## config.mk

```make
export PLATFORM = sky130hd
export DESIGN_NAME = tw_ctrl
export DESIGN_NICKNAME = d
export VERILOG_FILES = /design/src/hdl/tw_pkg.sv /design/src/hdl/tw_ctrl.sv /design/src/hdl/tw_spike.sv
export SDC_FILE = /design/constraint.sdc
export NUM_CORES = 1
export LEC_CHECK = 0
export ABC_CLOCK_PERIOD_IN_PS = 8600
export BUFFER_PORTS_ARGS = -buffer_cell sky130_fd_sc_hd__buf_2
export CORE_AREA = 2 2 139 100
export DETAILED_ROUTE_END_ITERATION = 8
export DIE_AREA = 0 0 141 102
export PLACE_DENSITY_LB_ADDON = 0.2
export SLEW_MARGIN = 20
export SYNTH_ARGS = -nofsm -noshare
export SYNTH_HDL_FRONTEND = slang
export SYNTH_SLANG_ARGS = --single-unit
```

## constraint.sdc

```tcl
create_clock -name clock -period 8.6 [get_ports clock]
set_input_delay 0 -clock clock [delete_from_list [all_inputs] [get_ports clock]]
set_output_delay 0 -clock clock [all_outputs]
set_load 0.01 [all_outputs]
```

## src/hdl/tw_pkg.sv

```systemverilog
// Purpose: constants shared by the two-wire port controller
// Assumes: 25 MHz core clock, open-drain scl and sda pads outside
// Notes: status word holds a 5-bit code in [7:3] and prescaler in [1:0]
package tw_pkg;
   // time figures and derived cycle counts
   localparam int CLK_NS = 40;
   localparam int FILT_NS = 50;
   localparam int FILT_CYC = (FILT_NS + CLK_NS - 1) / CLK_NS;
   localparam int SCL_BASE = 16;
   localparam logic [14:0] HALF_BASE = 15'(SCL_BASE / 2);
   localparam logic [3:0] LAST_BIT = 4'h7;
   localparam logic [3:0] ACK_BIT = 4'h8;
   localparam logic [6:0] GC_ADDR = 7'h00;
   localparam logic [7:0] SHIFT_RST = 8'hFF;
   // status codes, placed in bits [7:3] of the status word
   localparam logic [4:0] SC_BUS_ERR = 5'h00;
   localparam logic [4:0] SC_START = 5'h01;
   localparam logic [4:0] SC_RSTART = 5'h02;
   localparam logic [4:0] SC_AW_ACK = 5'h03;
   localparam logic [4:0] SC_AW_NACK = 5'h04;
   localparam logic [4:0] SC_DT_ACK = 5'h05;
   localparam logic [4:0] SC_DT_NACK = 5'h06;
   localparam logic [4:0] SC_ARB = 5'h07;
   localparam logic [4:0] SC_AR_ACK = 5'h08;
   localparam logic [4:0] SC_AR_NACK = 5'h09;
   localparam logic [4:0] SC_MR_ACK = 5'h0A;
   localparam logic [4:0] SC_MR_NACK = 5'h0B;
   localparam logic [4:0] SC_SW_ADDR = 5'h0C;
   localparam logic [4:0] SC_GC_ADDR = 5'h0E;
   localparam logic [4:0] SC_SR_ACK = 5'h10;
   localparam logic [4:0] SC_SR_NACK = 5'h11;
   localparam logic [4:0] SC_STOP_RX = 5'h14;
   localparam logic [4:0] SC_SR_ADDR = 5'h15;
   localparam logic [4:0] SC_ST_ACK = 5'h17;
   localparam logic [4:0] SC_ST_NACK = 5'h18;
   localparam logic [4:0] SC_NONE = 5'h1F;
   // controller states
   typedef enum logic [2:0] {
      ST_IDLE, ST_MSTART, ST_MLO, ST_MHI, ST_MSTOP, ST_HOLD, ST_SLV
   } tw_state_e;
endpackage

```

## src/hdl/tw_ctrl.sv

```systemverilog
// Purpose: byte-level two-wire port controller, master and slave
// Assumes: control bits arrive as plain ports with a write strobe
// Notes: scl and sda are open drain, oe high pulls the line low
`timescale 1ns/100ps
module tw_ctrl
   import tw_pkg::*;
(
   // clock and reset
   input wire logic clock,
   input wire logic rst_b,
   // bus pins
   input wire logic scl_i,
   output logic scl_o,
   output logic scl_oe,
   input wire logic sda_i,
   output logic sda_o,
   output logic sda_oe,
   // control word write
   input wire logic ctl_write,
   input wire logic ctl_flag_clr,
   input wire logic ctl_start,
   input wire logic ctl_stop,
   input wire logic ctl_ack_en,
   input wire logic ctl_enable,
   input wire logic event_irq_enable,
   input wire logic cpu_global_ie,
   // rate and address settings
   input wire logic [7:0] bit_rate_divisor,
   input wire logic [1:0] prescale_sel,
   input wire logic [6:0] own_address_word,
   input wire logic general_call_accept,
   // shift data byte
   input wire logic data_write,
   input wire logic [7:0] data_in,
   output logic [7:0] shift_data_byte,
   // status
   output logic event_flag,
   output logic [7:0] bus_status_word,
   output logic irq
);
   function automatic logic [14:0] presc_val(input logic [1:0] s);
      presc_val = 15'h0001 << {s, 1'b0};
   endfunction

   tw_state_e st_q, st_d;
   logic [3:0] cnt_q, cnt_d;
   logic [14:0] tim_q, tim_d, half_t;
   logic [1:0] ph_q, ph_d;
   logic master_q, master_d, addr_q, addr_d, rd_q, rd_d;
   logic stx_q, stx_d, lost_q, lost_d, slv_q, slv_d, gc_q, gc_d;
   logic ackr_q, ackr_d, ackg_q, ackg_d, busy_q, busy_d;
   logic sda_q, sda_d, scl_q, scl_d, start_q, start_d;
   logic [7:0] shf_q, shf_d;
   logic flag_q, flag_d, ack_en_q, ack_en_d;
   logic [4:0] code_q, code_d, evt_code;
   logic [7:0] stat_q, stat_d;
   logic scl_f, sda_f, scl_p, sda_p;
   logic start_det, stop_det, scl_rise, scl_fall;
   logic evt, clr, go, hdone, tx_bit, own_m, gc_m;
   logic [14:0] lo_len_q, lo_len_d;

   // input spike suppression
   tw_spike #(.N(FILT_CYC)) u_scl (
      .clock(clock), .rst_b(rst_b), .din(scl_i), .dout(scl_f));
   tw_spike #(.N(FILT_CYC)) u_sda (
      .clock(clock), .rst_b(rst_b), .din(sda_i), .dout(sda_f));

   // line history for edge and condition detection
   always_ff @(posedge clock or negedge rst_b) begin
      if (!rst_b) begin
         scl_p <= 1'b1;
         sda_p <= 1'b1;
      end else begin
         scl_p <= scl_f;
         sda_p <= sda_f;
      end
   end

   // detection runs whatever the cpu state, so an address can wake it
   assign start_det = scl_f && scl_p && sda_p && !sda_f;
   assign stop_det = scl_f && scl_p && !sda_p && sda_f;
   // slave timing relies on edges being 8 clocks apart at least
   assign scl_rise = scl_f && !scl_p;
   assign scl_fall = !scl_f && scl_p;

   // master half period from divisor and prescaler
   assign half_t = HALF_BASE + bit_rate_divisor * presc_val(prescale_sel);
   assign hdone = tim_q == half_t - 15'h0001;
   assign clr = ctl_write && ctl_flag_clr;
   assign go = clr && !evt && ctl_enable;
   assign tx_bit = addr_q || !rd_q;
   assign own_m = shf_q[7:1] == own_address_word;
   assign gc_m = general_call_accept && shf_q[7:1] == GC_ADDR;

   // bus sequencer next state
   always_comb begin
      st_d = st_q;
      cnt_d = cnt_q;
      tim_d = tim_q;
      ph_d = ph_q;
      master_d = master_q;
      addr_d = addr_q;
      rd_d = rd_q;
      stx_d = stx_q;
      lost_d = lost_q;
      slv_d = slv_q;
      gc_d = gc_q;
      ackr_d = ackr_q;
      ackg_d = ackg_q;
      sda_d = sda_q;
      scl_d = scl_q;
      shf_d = shf_q;
      start_d = start_q;
      busy_d = busy_q;
      evt = 1'b0;
      evt_code = SC_NONE;
      if (start_det) begin
         busy_d = 1'b1;
      end else if (stop_det) begin
         busy_d = 1'b0;
      end
      if (data_write) begin
         shf_d = data_in;
      end
      unique case (st_q)
         ST_IDLE: begin
            scl_d = 1'b1;
            sda_d = 1'b1;
            if ((go && ctl_start) || start_q) begin
               start_d = 1'b1;
            end
            if (((go && ctl_start) || start_q) && !busy_q) begin
               st_d = ST_MSTART;
               ph_d = 2'h1;
               tim_d = 15'h0000;
            end else if (start_det) begin
               st_d = ST_SLV;
               addr_d = 1'b1;
               cnt_d = 4'hF; // wraps to zero on the start's own scl fall
               stx_d = 1'b0;
            end
         end
         ST_MSTART: begin
            tim_d = tim_q + 15'h0001;
            if (ph_q == 2'h0) begin
               scl_d = 1'b0;
               sda_d = 1'b1;
            end else if (ph_q == 2'h1) begin
               scl_d = 1'b1;
               if (!scl_f) begin
                  tim_d = 15'h0000;
               end
            end else begin
               sda_d = 1'b0;
            end
            if (hdone && (ph_q != 2'h1 || scl_f)) begin
               tim_d = 15'h0000;
               ph_d = ph_q + 2'h1;
               if (ph_q == 2'h2) begin
                  scl_d = 1'b0;
                  evt = 1'b1;
                  evt_code = master_q ? SC_RSTART : SC_START;
                  master_d = 1'b1;
                  addr_d = 1'b1;
                  cnt_d = 4'h0;
                  start_d = 1'b0;
                  st_d = ST_HOLD;
               end
            end
         end
         ST_MLO: begin
            scl_d = 1'b0;
            tim_d = tim_q + 15'h0001;
            // data moves one cycle after scl falls, never with it
            if (tim_q == 15'h0000) begin
               sda_d = sda_q;
            end else if (cnt_q <= LAST_BIT) begin
               sda_d = tx_bit ? shf_q[7] : 1'b1;
            end else begin
               sda_d = tx_bit ? 1'b1 : !ack_en_q;
            end
            if (hdone) begin
               tim_d = 15'h0000;
               st_d = ST_MHI;
            end
         end
         ST_MHI: begin
            scl_d = 1'b1;
            if (scl_f) begin
               tim_d = tim_q + 15'h0001;
               if (tim_q == 15'h0000) begin
                  if (cnt_q <= LAST_BIT) begin
                     shf_d = {shf_q[6:0], sda_f};
                  end else begin
                     ackr_d = !sda_f;
                  end
                  if (sda_q && !sda_f && tx_bit && cnt_q <= LAST_BIT) begin
                     master_d = 1'b0;
                     lost_d = 1'b1;
                     sda_d = 1'b1;
                     st_d = ST_SLV;
                  end
               end
            end
            if (hdone && scl_f && st_d == ST_MHI) begin
               tim_d = 15'h0000;
               if (cnt_q == ACK_BIT) begin
                  evt = 1'b1;
                  if (addr_q) begin
                     evt_code = shf_q[0] ? (ackr_q ? SC_AR_ACK : SC_AR_NACK)
                                         : (ackr_q ? SC_AW_ACK : SC_AW_NACK);
                     rd_d = shf_q[0];
                  end else if (rd_q) begin
                     evt_code = ack_en_q ? SC_MR_ACK : SC_MR_NACK;
                  end else begin
                     evt_code = ackr_q ? SC_DT_ACK : SC_DT_NACK;
                  end
                  addr_d = 1'b0;
                  cnt_d = 4'h0;
                  scl_d = 1'b0;
                  st_d = ST_HOLD;
               end else begin
                  cnt_d = cnt_q + 4'h1;
                  st_d = ST_MLO;
               end
            end
         end
         ST_MSTOP: begin
            tim_d = tim_q + 15'h0001;
            if (ph_q == 2'h0) begin
               scl_d = 1'b0;
               sda_d = 1'b0;
            end else if (ph_q == 2'h1) begin
               scl_d = 1'b1;
               if (!scl_f) begin
                  tim_d = 15'h0000;
               end
            end else begin
               sda_d = 1'b1;
            end
            if (hdone && (ph_q != 2'h1 || scl_f)) begin
               tim_d = 15'h0000;
               ph_d = ph_q + 2'h1;
               if (ph_q == 2'h2) begin
                  master_d = 1'b0;
                  st_d = ST_IDLE;
               end
            end
         end
         ST_HOLD: begin
            scl_d = 1'b0;
            sda_d = 1'b1;
            if (go) begin
               lost_d = 1'b0;
               tim_d = 15'h0000;
               ph_d = 2'h0;
               cnt_d = 4'h0;
               if (master_q && ctl_stop) begin
                  start_d = ctl_start;
                  st_d = ST_MSTOP;
               end else if (master_q && ctl_start) begin
                  st_d = ST_MSTART;
               end else if (master_q) begin
                  st_d = ST_MLO;
               end else if (addr_q || slv_q) begin
                  sda_d = stx_q ? shf_q[7] : 1'b1;
                  st_d = ST_SLV;
               end else begin
                  start_d = ctl_start;
                  st_d = ST_IDLE;
               end
            end else if (stop_det && slv_q) begin
               slv_d = 1'b0;
               stx_d = 1'b0;
            end
         end
         ST_SLV: begin
            // slave timing follows the remote scl only
            scl_d = 1'b1;
            if (stx_q && cnt_q <= LAST_BIT) begin
               sda_d = shf_q[3'(LAST_BIT - cnt_q)];
            end else if (cnt_q == ACK_BIT && !stx_q) begin
               sda_d = !ackg_q;
            end else begin
               sda_d = 1'b1;
            end
            if (scl_rise && cnt_q <= LAST_BIT && !stx_q) begin
               shf_d = {shf_q[6:0], sda_f};
            end else if (scl_rise && stx_q) begin
               ackr_d = !sda_f;
            end
            if (scl_fall && cnt_q == LAST_BIT) begin
               cnt_d = ACK_BIT;
               if (addr_q) begin
                  slv_d = ack_en_q && (own_m || gc_m);
                  gc_d = gc_m && !own_m;
                  ackg_d = ack_en_q && (own_m || gc_m);
                  stx_d = shf_q[0];
                  if (!(ack_en_q && (own_m || gc_m)) && !lost_q) begin
                     st_d = ST_IDLE;
                  end
               end else begin
                  ackg_d = !stx_q && ack_en_q;
               end
            end else if (scl_fall && cnt_q == ACK_BIT) begin
               evt = 1'b1;
               if (addr_q) begin
                  evt_code = !slv_q ? SC_ARB : stx_q ? SC_SR_ADDR :
                             gc_q ? SC_GC_ADDR : SC_SW_ADDR;
               end else if (stx_q) begin
                  evt_code = ackr_q ? SC_ST_ACK : SC_ST_NACK;
               end else begin
                  evt_code = ackg_q ? SC_SR_ACK : SC_SR_NACK;
               end
               addr_d = 1'b0;
               cnt_d = 4'h0;
               st_d = ST_HOLD;
            end else if (scl_fall) begin
               cnt_d = cnt_q + 4'h1;
            end
            if ((start_det || stop_det) && slv_q) begin
               evt = 1'b1;
               evt_code = SC_STOP_RX;
               slv_d = 1'b0;
               stx_d = 1'b0;
               addr_d = start_det;
               cnt_d = 4'h0;
               st_d = ST_HOLD;
            end else if (start_det) begin
               addr_d = 1'b1;
               cnt_d = 4'hF; // the restart's scl fall is not a bit
            end else if (stop_det) begin
               st_d = ST_IDLE;
            end
         end
      endcase
      // a foreign start or stop inside our own byte is a bus error
      if ((st_q == ST_MLO || st_q == ST_MHI) && (start_det || stop_det)) begin
         evt = 1'b1;
         evt_code = SC_BUS_ERR;
         master_d = 1'b0;
         addr_d = 1'b0;
         sda_d = 1'b1;
         st_d = ST_HOLD;
      end
      if (!ctl_enable) begin
         evt = 1'b0;
         st_d = ST_IDLE;
         master_d = 1'b0;
         slv_d = 1'b0;
         start_d = 1'b0;
         scl_d = 1'b1;
         sda_d = 1'b1;
      end
   end

   always_ff @(posedge clock or negedge rst_b) begin
      if (!rst_b) begin
         st_q <= ST_IDLE;
         cnt_q <= 4'h0;
         tim_q <= 15'h0000;
         ph_q <= 2'h0;
         master_q <= 1'b0;
         addr_q <= 1'b0;
         rd_q <= 1'b0;
         stx_q <= 1'b0;
         lost_q <= 1'b0;
         slv_q <= 1'b0;
         gc_q <= 1'b0;
         ackr_q <= 1'b0;
         ackg_q <= 1'b0;
         busy_q <= 1'b0;
         sda_q <= 1'b1;
         scl_q <= 1'b1;
         start_q <= 1'b0;
         shf_q <= SHIFT_RST;
      end else begin
         st_q <= st_d;
         cnt_q <= cnt_d;
         tim_q <= tim_d;
         ph_q <= ph_d;
         master_q <= master_d;
         addr_q <= addr_d;
         rd_q <= rd_d;
         stx_q <= stx_d;
         lost_q <= lost_d;
         slv_q <= slv_d;
         gc_q <= gc_d;
         ackr_q <= ackr_d;
         ackg_q <= ackg_d;
         busy_q <= busy_d;
         sda_q <= sda_d;
         scl_q <= scl_d;
         start_q <= start_d;
         shf_q <= shf_d;
      end
   end

   // flag, code and status word; a new event beats a clear
   always_comb begin
      flag_d = evt ? 1'b1 : (clr ? 1'b0 : flag_q);
      code_d = evt ? evt_code : code_q;
      ack_en_d = ctl_write ? ctl_ack_en : ack_en_q;
      stat_d = {flag_q ? code_q : SC_NONE, 1'b0, prescale_sel};
   end

   always_ff @(posedge clock or negedge rst_b) begin
      if (!rst_b) begin
         flag_q <= 1'b0;
         code_q <= SC_NONE;
         ack_en_q <= 1'b0;
         stat_q <= {SC_NONE, 3'h0};
      end else begin
         flag_q <= flag_d;
         code_q <= code_d;
         ack_en_q <= ack_en_d;
         stat_q <= stat_d;
      end
   end

   // pins and status outputs
   assign scl_o = 1'b0;
   assign sda_o = 1'b0;
   assign scl_oe = !scl_q || flag_q;
   assign sda_oe = !sda_q;
   assign shift_data_byte = shf_q;
   assign event_flag = flag_q;
   assign bus_status_word = stat_q;
   assign irq = flag_q && event_irq_enable && cpu_global_ie;

   chk_status_follows: assert property (@(posedge clock) disable iff (!rst_b)
      $rose(flag_q) |=> stat_q[7:3] == $past(code_q))
      else $error("status not loaded the cycle after flag");
   chk_status_none: assert property (@(posedge clock) disable iff (!rst_b)
      !flag_q |=> stat_q[7:3] == SC_NONE)
      else $error("status shows a code while flag clear");
   chk_scl_held: assert property (@(posedge clock) disable iff (!rst_b)
      flag_q ##1 flag_q |-> scl_oe && $past(scl_oe))
      else $error("scl released while flag set");
   chk_irq_gate: assert property (@(posedge clock) disable iff (!rst_b)
      irq |-> event_flag && event_irq_enable && cpu_global_ie)
      else $error("irq without all enables");
   chk_hold_idle: assert property (@(posedge clock) disable iff (!rst_b)
      flag_q && ctl_enable && !clr |=> st_q == ST_HOLD || !ctl_enable)
      else $error("bus operation while flag set");
   chk_stop_noflag: assert property (@(posedge clock) disable iff (!rst_b)
      st_q == ST_MSTOP && st_d == ST_IDLE |=> !flag_q)
      else $error("flag set after master stop");
   chk_presc_bits: assert property (@(posedge clock) disable iff (!rst_b)
      ##1 bus_status_word[1:0] == $past(prescale_sel))
      else $error("prescaler bits missing from status word");
   // cycles spent in the master low phase, watched by the rate check
   always_comb begin
      lo_len_d = 15'h0000;
      if (st_q == ST_MLO) begin
         lo_len_d = lo_len_q + 15'h0001;
      end
   end

   always_ff @(posedge clock or negedge rst_b) begin
      if (!rst_b) begin
         lo_len_q <= 15'h0000;
      end else begin
         lo_len_q <= lo_len_d;
      end
   end

   chk_low_len: assert property (@(posedge clock) disable iff (!rst_b)
      st_q == ST_MLO && ctl_enable && !start_det && !stop_det
         |-> (lo_len_q < half_t - 15'h0001) == (st_d == ST_MLO))
      else $error("master low phase length wrong");
   chk_arb_lost: assert property (@(posedge clock) disable iff (!rst_b)
      st_q == ST_MHI && scl_f && tim_q == 15'h0000 && sda_q && !sda_f
         && tx_bit && cnt_q <= LAST_BIT && ctl_enable && !start_det
         && !stop_det |=> !master_q && st_q == ST_SLV && !sda_oe)
      else $error("lost arbitration not handed to slave side");
endmodule

```

## src/hdl/tw_spike.sv

```systemverilog
// Purpose: spike suppression on one bus input
// Assumes: input already synchronous to clock
// Notes: output follows input only after it stands for N cycles
`timescale 1ns/100ps
module tw_spike
   import tw_pkg::*;
#(
   parameter int N = FILT_CYC
) (
   // clock and reset
   input wire logic clock,
   input wire logic rst_b,
   // line
   input wire logic din,
   output logic dout
);
   logic [2:0] cnt_q, cnt_d;
   logic out_q, out_d;

   // count cycles the input differs from the output
   always_comb begin
      cnt_d = 3'h0;
      out_d = out_q;
      if (din != out_q) begin
         cnt_d = cnt_q + 3'h1;
         if (cnt_q == 3'(N - 1)) begin
            out_d = din;
            cnt_d = 3'h0;
         end
      end
   end

   always_ff @(posedge clock or negedge rst_b) begin
      if (!rst_b) begin
         cnt_q <= 3'h0;
         out_q <= 1'b1;
      end else begin
         cnt_q <= cnt_d;
         out_q <= out_d;
      end
   end

   assign dout = out_q;

   chk_spike_held: assert property (@(posedge clock) disable iff (!rst_b)
      $changed(out_q) |-> $past(din) == out_q && $past(din, 2) == out_q)
      else $error("filtered line moved on a short spike");
endmodule

```

After elaboration in Yosys (flattened, before gate mapping)
Cells that the tools add are included.

word-level totals
  bits in registers = 69
  bits of input ports = 39
  output and inout port bits = 22
  logic and storage cells = 392

cells by class
  add/subtract/negate cells = 8
  multipliers = 1
  magnitude comparators = 2
  equality and inequality tests = 73
  shift operators = 1
  multiplexer cells = 186
  reductions and logical operators = 93

operator list
  kind                     number
  $mux W15                 9
  $mux W3                  32
  $mux W1                  88
  $pmux W15 S5             1
  $mux W4                  17
  $mux W5                  12
  $mux W8                  5
  $ne A4 B4 Y1 const B     10
  $logic_and A1 B1 Y1      37
  $ne A3 B3 Y1 const B     12
  $ne A2 B2 Y1 const B     14
  $ne A5 B5 Y1 const B     5
  $reduce_and A8 Y1        3
  $pmux W3 S7              1
  $pmux W4 S5              1
  $ne A4 B3 Y1 const B     4
  $pmux W8 S2              1
  $add A15 B1 Y15 const B  1
  $add A4 B15 Y15 const A  1
  $eq A15 B15 Y1           1
  $logic_not A1 Y1         15
  $logic_not A15 Y1        1
  $mul A8 B15 Y15          1
  $pmux W5 S3              1
  47 further kinds         91

Depth between registers and ports, before layout
  word-level depth = 24
  mapped depth = 26
  gate-level depth less buffers = 21

Hierarchy
From an unflattened synthesis, not the netlist that was laid out.

unflattened totals
  cell total of the unflattened synthesis = 785
  area, all modules = 6,548.8 um^2

modules (own cells, without submodules)
  module    times used  cells each  area an instance (um^2)  seq. area each (um^2)
  tw_ctrl   1           757         6,190.9                  1,554.0
  tw_spike  2           14          178.9                    101.3

Worst setup path before layout
OpenSTA, ideal clock, no wires.

  path type = input -> register
  start point = input prescale_sel[1]
  end point = register cnt_q[0]
  library setup time = 0.128 ns
  arrival time = 5.224 ns
  data required time = 8.472 ns
  path slack = 3.248 ns
  stages on the path = 21
  path buffers = 2
  cells stage by stage = nor2b_1 and2_1 ha_1 ha_1 fa_1 inv_1 fa_1 inv_1 ha_1 buf_2 a21oi_1 o21ai_0 nand2_1 and4_1 or4_1 or4_1 buf_6 o41ai_4 a21oi_2 nor3_2 mux2_1

on the way
  longest elaborated chain between the ends = 19
  elaborated cells on any way between the ends = 24
  those cells by class = 2 x add/sub; 1 x mul; 5 x eq/ne; 1 x shift; 5 x mux; 10 x reduce/logical

ends and longest elaborated chain
  element                                 RTL line        text
  start, declared                         tw_ctrl.sv:29   input wire logic [1:0] prescale_sel,
  $shl A1 B3 Y15 (*)                      tw_ctrl.sv:42   presc_val = 15'h0001 << {s, 1'b0};
  $mul A8 B15 Y15 (*)                     tw_ctrl.sv:87   assign half_t = HALF_BASE + bit_rate_divisor * presc_val(prescale_sel);
  $add A4 B15 Y15 (*)                     tw_ctrl.sv:87
  $sub A15 B1 Y15 (*)                     tw_ctrl.sv:88   assign hdone = tim_q == half_t - 15'h0001;
  $eq A15 B15 Y1 (*)                      tw_ctrl.sv:88
  $logic_and A1 B1 Y1 (2 in series)       tw_ctrl.sv:205  if (hdone && scl_f && st_d == ST_MHI) begin
  $mux W1                                 tw_ctrl.sv:205
  $pmux W1 S3                             tw_ctrl.sv:125  unique case (st_q)
  $mux W1                                 tw_ctrl.sv:338  if ((st_q == ST_MLO || st_q == ST_MHI) && (start_det || stop_det)) begin
  $mux W1                                 tw_ctrl.sv:346  if (!ctl_enable) begin
  $logic_not A1 Y1                        tw_ctrl.sv:90   assign go = clr && !evt && ctl_enable;
  $logic_and A1 B1 Y1 (2 in series)       tw_ctrl.sv:90
  $logic_and A1 B1 Y1                     tw_ctrl.sv:132  if (((go && ctl_start) || start_q) && !busy_q) begin
  $logic_or A1 B1 Y1                      tw_ctrl.sv:132
  $logic_and A1 B1 Y1                     tw_ctrl.sv:132
  $ne A2 B2 Y1 (no source line)           -
  $reduce_and A8 Y1 (no source line) (*)  -
  end signal, assigned                    tw_ctrl.sv:379  cnt_q <= cnt_d;
  end, declared                           tw_ctrl.sv:46   logic [3:0] cnt_q, cnt_d;

Mark *: on every way between the ends. The rest lies on a longest branch, timed or not.
A chain may end at the register's enable or synchronous reset.

Worst setup path in the final report
  start point = input prescale_sel[0]
  end point = register tim_q[0]

on the way
  longest elaborated chain between the ends = 19
  elaborated cells on any way between the ends = 27
  those cells by class = 2 x add/sub; 1 x mul; 4 x eq/ne; 1 x shift; 9 x mux; 10 x reduce/logical

ends and longest elaborated chain
  element                             RTL line        text
  $shl A1 B3 Y15 (*)                  tw_ctrl.sv:42
  $mul A8 B15 Y15 (*)                 tw_ctrl.sv:87
  $add A4 B15 Y15 (*)                 tw_ctrl.sv:87
  $sub A15 B1 Y15 (*)                 tw_ctrl.sv:88
  $eq A15 B15 Y1 (*)                  tw_ctrl.sv:88
  $logic_and A1 B1 Y1 (2 in series)   tw_ctrl.sv:205
  $mux W1                             tw_ctrl.sv:205
  $pmux W1 S3                         tw_ctrl.sv:125
  $mux W1                             tw_ctrl.sv:338
  $mux W1                             tw_ctrl.sv:346
  $logic_not A1 Y1                    tw_ctrl.sv:90
  $logic_and A1 B1 Y1 (2 in series)   tw_ctrl.sv:90
  $logic_and A1 B1 Y1                 tw_ctrl.sv:132
  $logic_or A1 B1 Y1                  tw_ctrl.sv:132
  $logic_and A1 B1 Y1                 tw_ctrl.sv:132
  $ne A2 B2 Y1 (no source line)       -
  $reduce_and A4 Y1 (no source line)  -
  end signal, assigned                tw_ctrl.sv:380  tim_q <= tim_d;
  end, declared                       tw_ctrl.sv:47   logic [14:0] tim_q, tim_d, half_t;

Marks and branches as above.

==> out/qor.yml <==
ys_seq_area_frac: 0.273
power.leakage_nw: 3.28
drt_iter0_drc: 679
start_kind: "input pin"
worstMarginPinSlew_ns: 1.05
wl_per_cell_microns: 18.6
placed_cells: 965
fillers: 1188
grt_pass1_vias: 5704
drive_gt1_frac: 0.159
min_to: "event_flag$_DFFE_PN0P_"
final_common_cell: "nand2_1"
layout_common_cells: "nand2_1, a21oi_1, buf_2"
rr_endpoint: "tim_q[5]$_DFFE_PN0P_"
synth_seq_cells: 69
grt_max_degree: 40
crit_type: "in -> reg"
yosysUniqueCellTypes: 82
ir_drop_v: 0.000147
async_flop_share: 1.00
yosys_most_used_dff: "dfrtp_1"
rsz0062_at_grt: "false"
clkTransAtPathRegs_ns: 0.06
final.hold.worst_slack_ns: 0.0124
clockBufferDepth: 2
final_cells: 997
hold_class: "in -> reg"
htree_levels: 3
portBuffers: 57
clock_skew_ns: 0.00890
syn_inst: 776
power_density_nw_per_um2: 240
worstSetupEndpointType: "flip-flop"
setup_viol: 0
rows: 35
dieArea_sq_um: 14400
min_period_over_period: 0.800
drv_slew: 0
grt_pass1_wl_mm: 30.2
insertion_delay_ns: 0.34
clockRootBuffer: "clkbuf_16"
antenna_found_initial: 0
cts_tree: "yes"
wirelength_mm: 18.5
yosysTopAreaCell: "dfrtp_1"
fmax_ghz: 0.145
r2r_setup_slack_ns: 4.37
hp-start: "ctl_write"
dr_total_vias: 6193
timing.final.ws_setup_ns: 1.72
syn_area_sq_um: 6430
avgSynthCellArea_sq_um: 8.28
first_pass_iters: 5
synthDominantCellAreaShare: 0.175
synth_area_leaders: "dfrtp_1, ha_1, dfstp_2"
yosysWarnings: 0
place_hpwl_mm: 13.9
fin_tns_setup_ns: 0
track_usage: 0.264
cts_sinks: 69
synth_edf_count: 0
arrival_ns: 7.09
holdPathStages: 4
critPathMaxFanout: 22
core_area_sq_um: 13000
area_delta_synth_final_pct: 13.0
hold_viol_final: 0
cts_inserted_buffers: 9
slew_headroom: 0.288
viasPerCell: 6.21
postRouteAntennaNets: 0
drc_errors: 0
status: "finished, final reports clean"
required_ns: 8.81
io_pins: 61
rr_worst_depth: 12
maxCapViolCount: 0
die_w_microns: 141
die_h_microns: 102
r2r-start: "tim_q[0]$_DFFE_PN0P_"
diodes: 0
initial_utilization: 0.494
period_needed_ns: 6.88
gr-total-overflow: 0
gp_congestion: 0.971
num-nets-final: 923
place_ws_ns: 2.01
state kept, by name, indices dropped and copies added, names as in the netlist, 3 cells and up:
register / cells
bus_status_word: 7
cnt_q: 4
code_q: 5
shift_data_byte: 8
st_q: 3
tim_q: 15
u_scl.cnt_q: 3
u_sda.cnt_q: 3
worst max path at each step:
stage	depth (start not counted)	start	slack, ns	end
2_1_floorplan	21	prescale_sel[1]	3.25	cnt_q[0]$_DFFE_PN0P_
3_3_place_gp	20	prescale_sel[1]	2.30	tim_q[0]$_DFFE_PN0P_
3_5_place_dp	20	prescale_sel[0]	2.01	tim_q[0]$_DFFE_PN0P_
4_1_cts	21	prescale_sel[0]	1.83	tim_q[0]$_DFFE_PN0P_
5_1_grt	21	prescale_sel[0]	1.34	tim_q[10]$_DFFE_PN0P_
6_report	21	prescale_sel[0]	1.72	tim_q[0]$_DFFE_PN0P_
metrics by stage:
stage	total power [W]	util	instance area (sq um)
after floorplan	0.00109	-	6440
after global placement	0.00128	0.521	6780
after detailed placement	0.00130	0.521	6780
after CTS	0.00173	0.559	7270
after global routing	0.00186	0.559	7270
final	0.00175	0.559	7270
cell usage after synthesis (5+ instances only):
master,instances
dfrtp_1,45
buf_4,8
mux2i_1,16
o31ai_1,5
inv_1,40
nor4_1,7
nor2b_1,12
o21ai_1,9
fa_1,7
ha_1,51
a21o_1,6
a211oi_1,5
nand2b_1,24
o41ai_1,16
nor2_1,53
and2_1,21
nor3_1,13
o22ai_1,5
a22o_1,8
a21oi_1,59
xnor2_1,19
nand2_1,77
xor2_1,13
dfstp_2,24
clkbuf_1,31
and3_1,20
o21ai_0,47
nand4_1,11
nand3_1,24
a31oi_1,7
mux2_2,5
final cells by class:
cell class | count | area [sq um] | area share
clock inverters | 6 | 95.1 | 0.0131
multi-input cells | 625 | 4320 | 0.595
inverters | 40 | 150 | 0.0207
well taps | 166 | 208 | 0.0286
clock buffers | 10 | 229 | 0.0315
repair buffers | 81 | 505 | 0.0696
flip-flops and latches | 69 | 1760 | 0.242
cell families (layout without fill, tap and decap cells):
logic type,count (synthesis),after routing,synth area share
AO/OA/AOI/OAI,213,213,0.222
XOR/XNOR,33,33,0.0461
multiplexers,24,24,0.0424
adder cells (fa/ha/maj),58,58,0.121
AND/OR/NAND/NOR,293,293,0.238
other,1,4,0.000583
flip-flops,69,69,0.273
buffers and inverters,85,137,0.0561
metal layers:
metal  part of all wire  up-vias  track usage
li1                   -     2912            -
met1               0.50     2963        0.418
met2               0.40      303        0.369
met3              0.090       15       0.0515
met4             0.0076        0       0.0546
met5                  0        -            0
repair_timing:
action / CTS / global route
gates resized for setup: 0 / 0
hold buffers: 16 / 0
endpoints found under the hold margin: 37 / 0
buffers inserted: 0 / 0
worst max-delay path: stages:
cell	delay (ns)
dlygate4sd3_1	0.52
buf_2	0.22
nor2b_1	0.39
and2_1	0.19
ha_1	0.22
ha_1	0.32
fa_1	0.54
inv_1	0.05
fa_1	0.53
inv_1	0.04
ha_1	0.43
a21oi_1	0.16
o21ai_0	0.39
nand2_1	0.14
and4_1	0.22
or4_1	0.50
or4_1	0.64
nor4_4	0.44
o31a_2	0.53
or4b_1	0.45
mux2i_1	0.13
power by group:
group,switching [W],internal [W],leakage (nW)
clock network,0.000159,0.000257,0.157
logic,0.000478,0.000311,2.29
registers,0.000127,0.000415,0.833
Note: power is estimated with default switching activity, not from simulation.
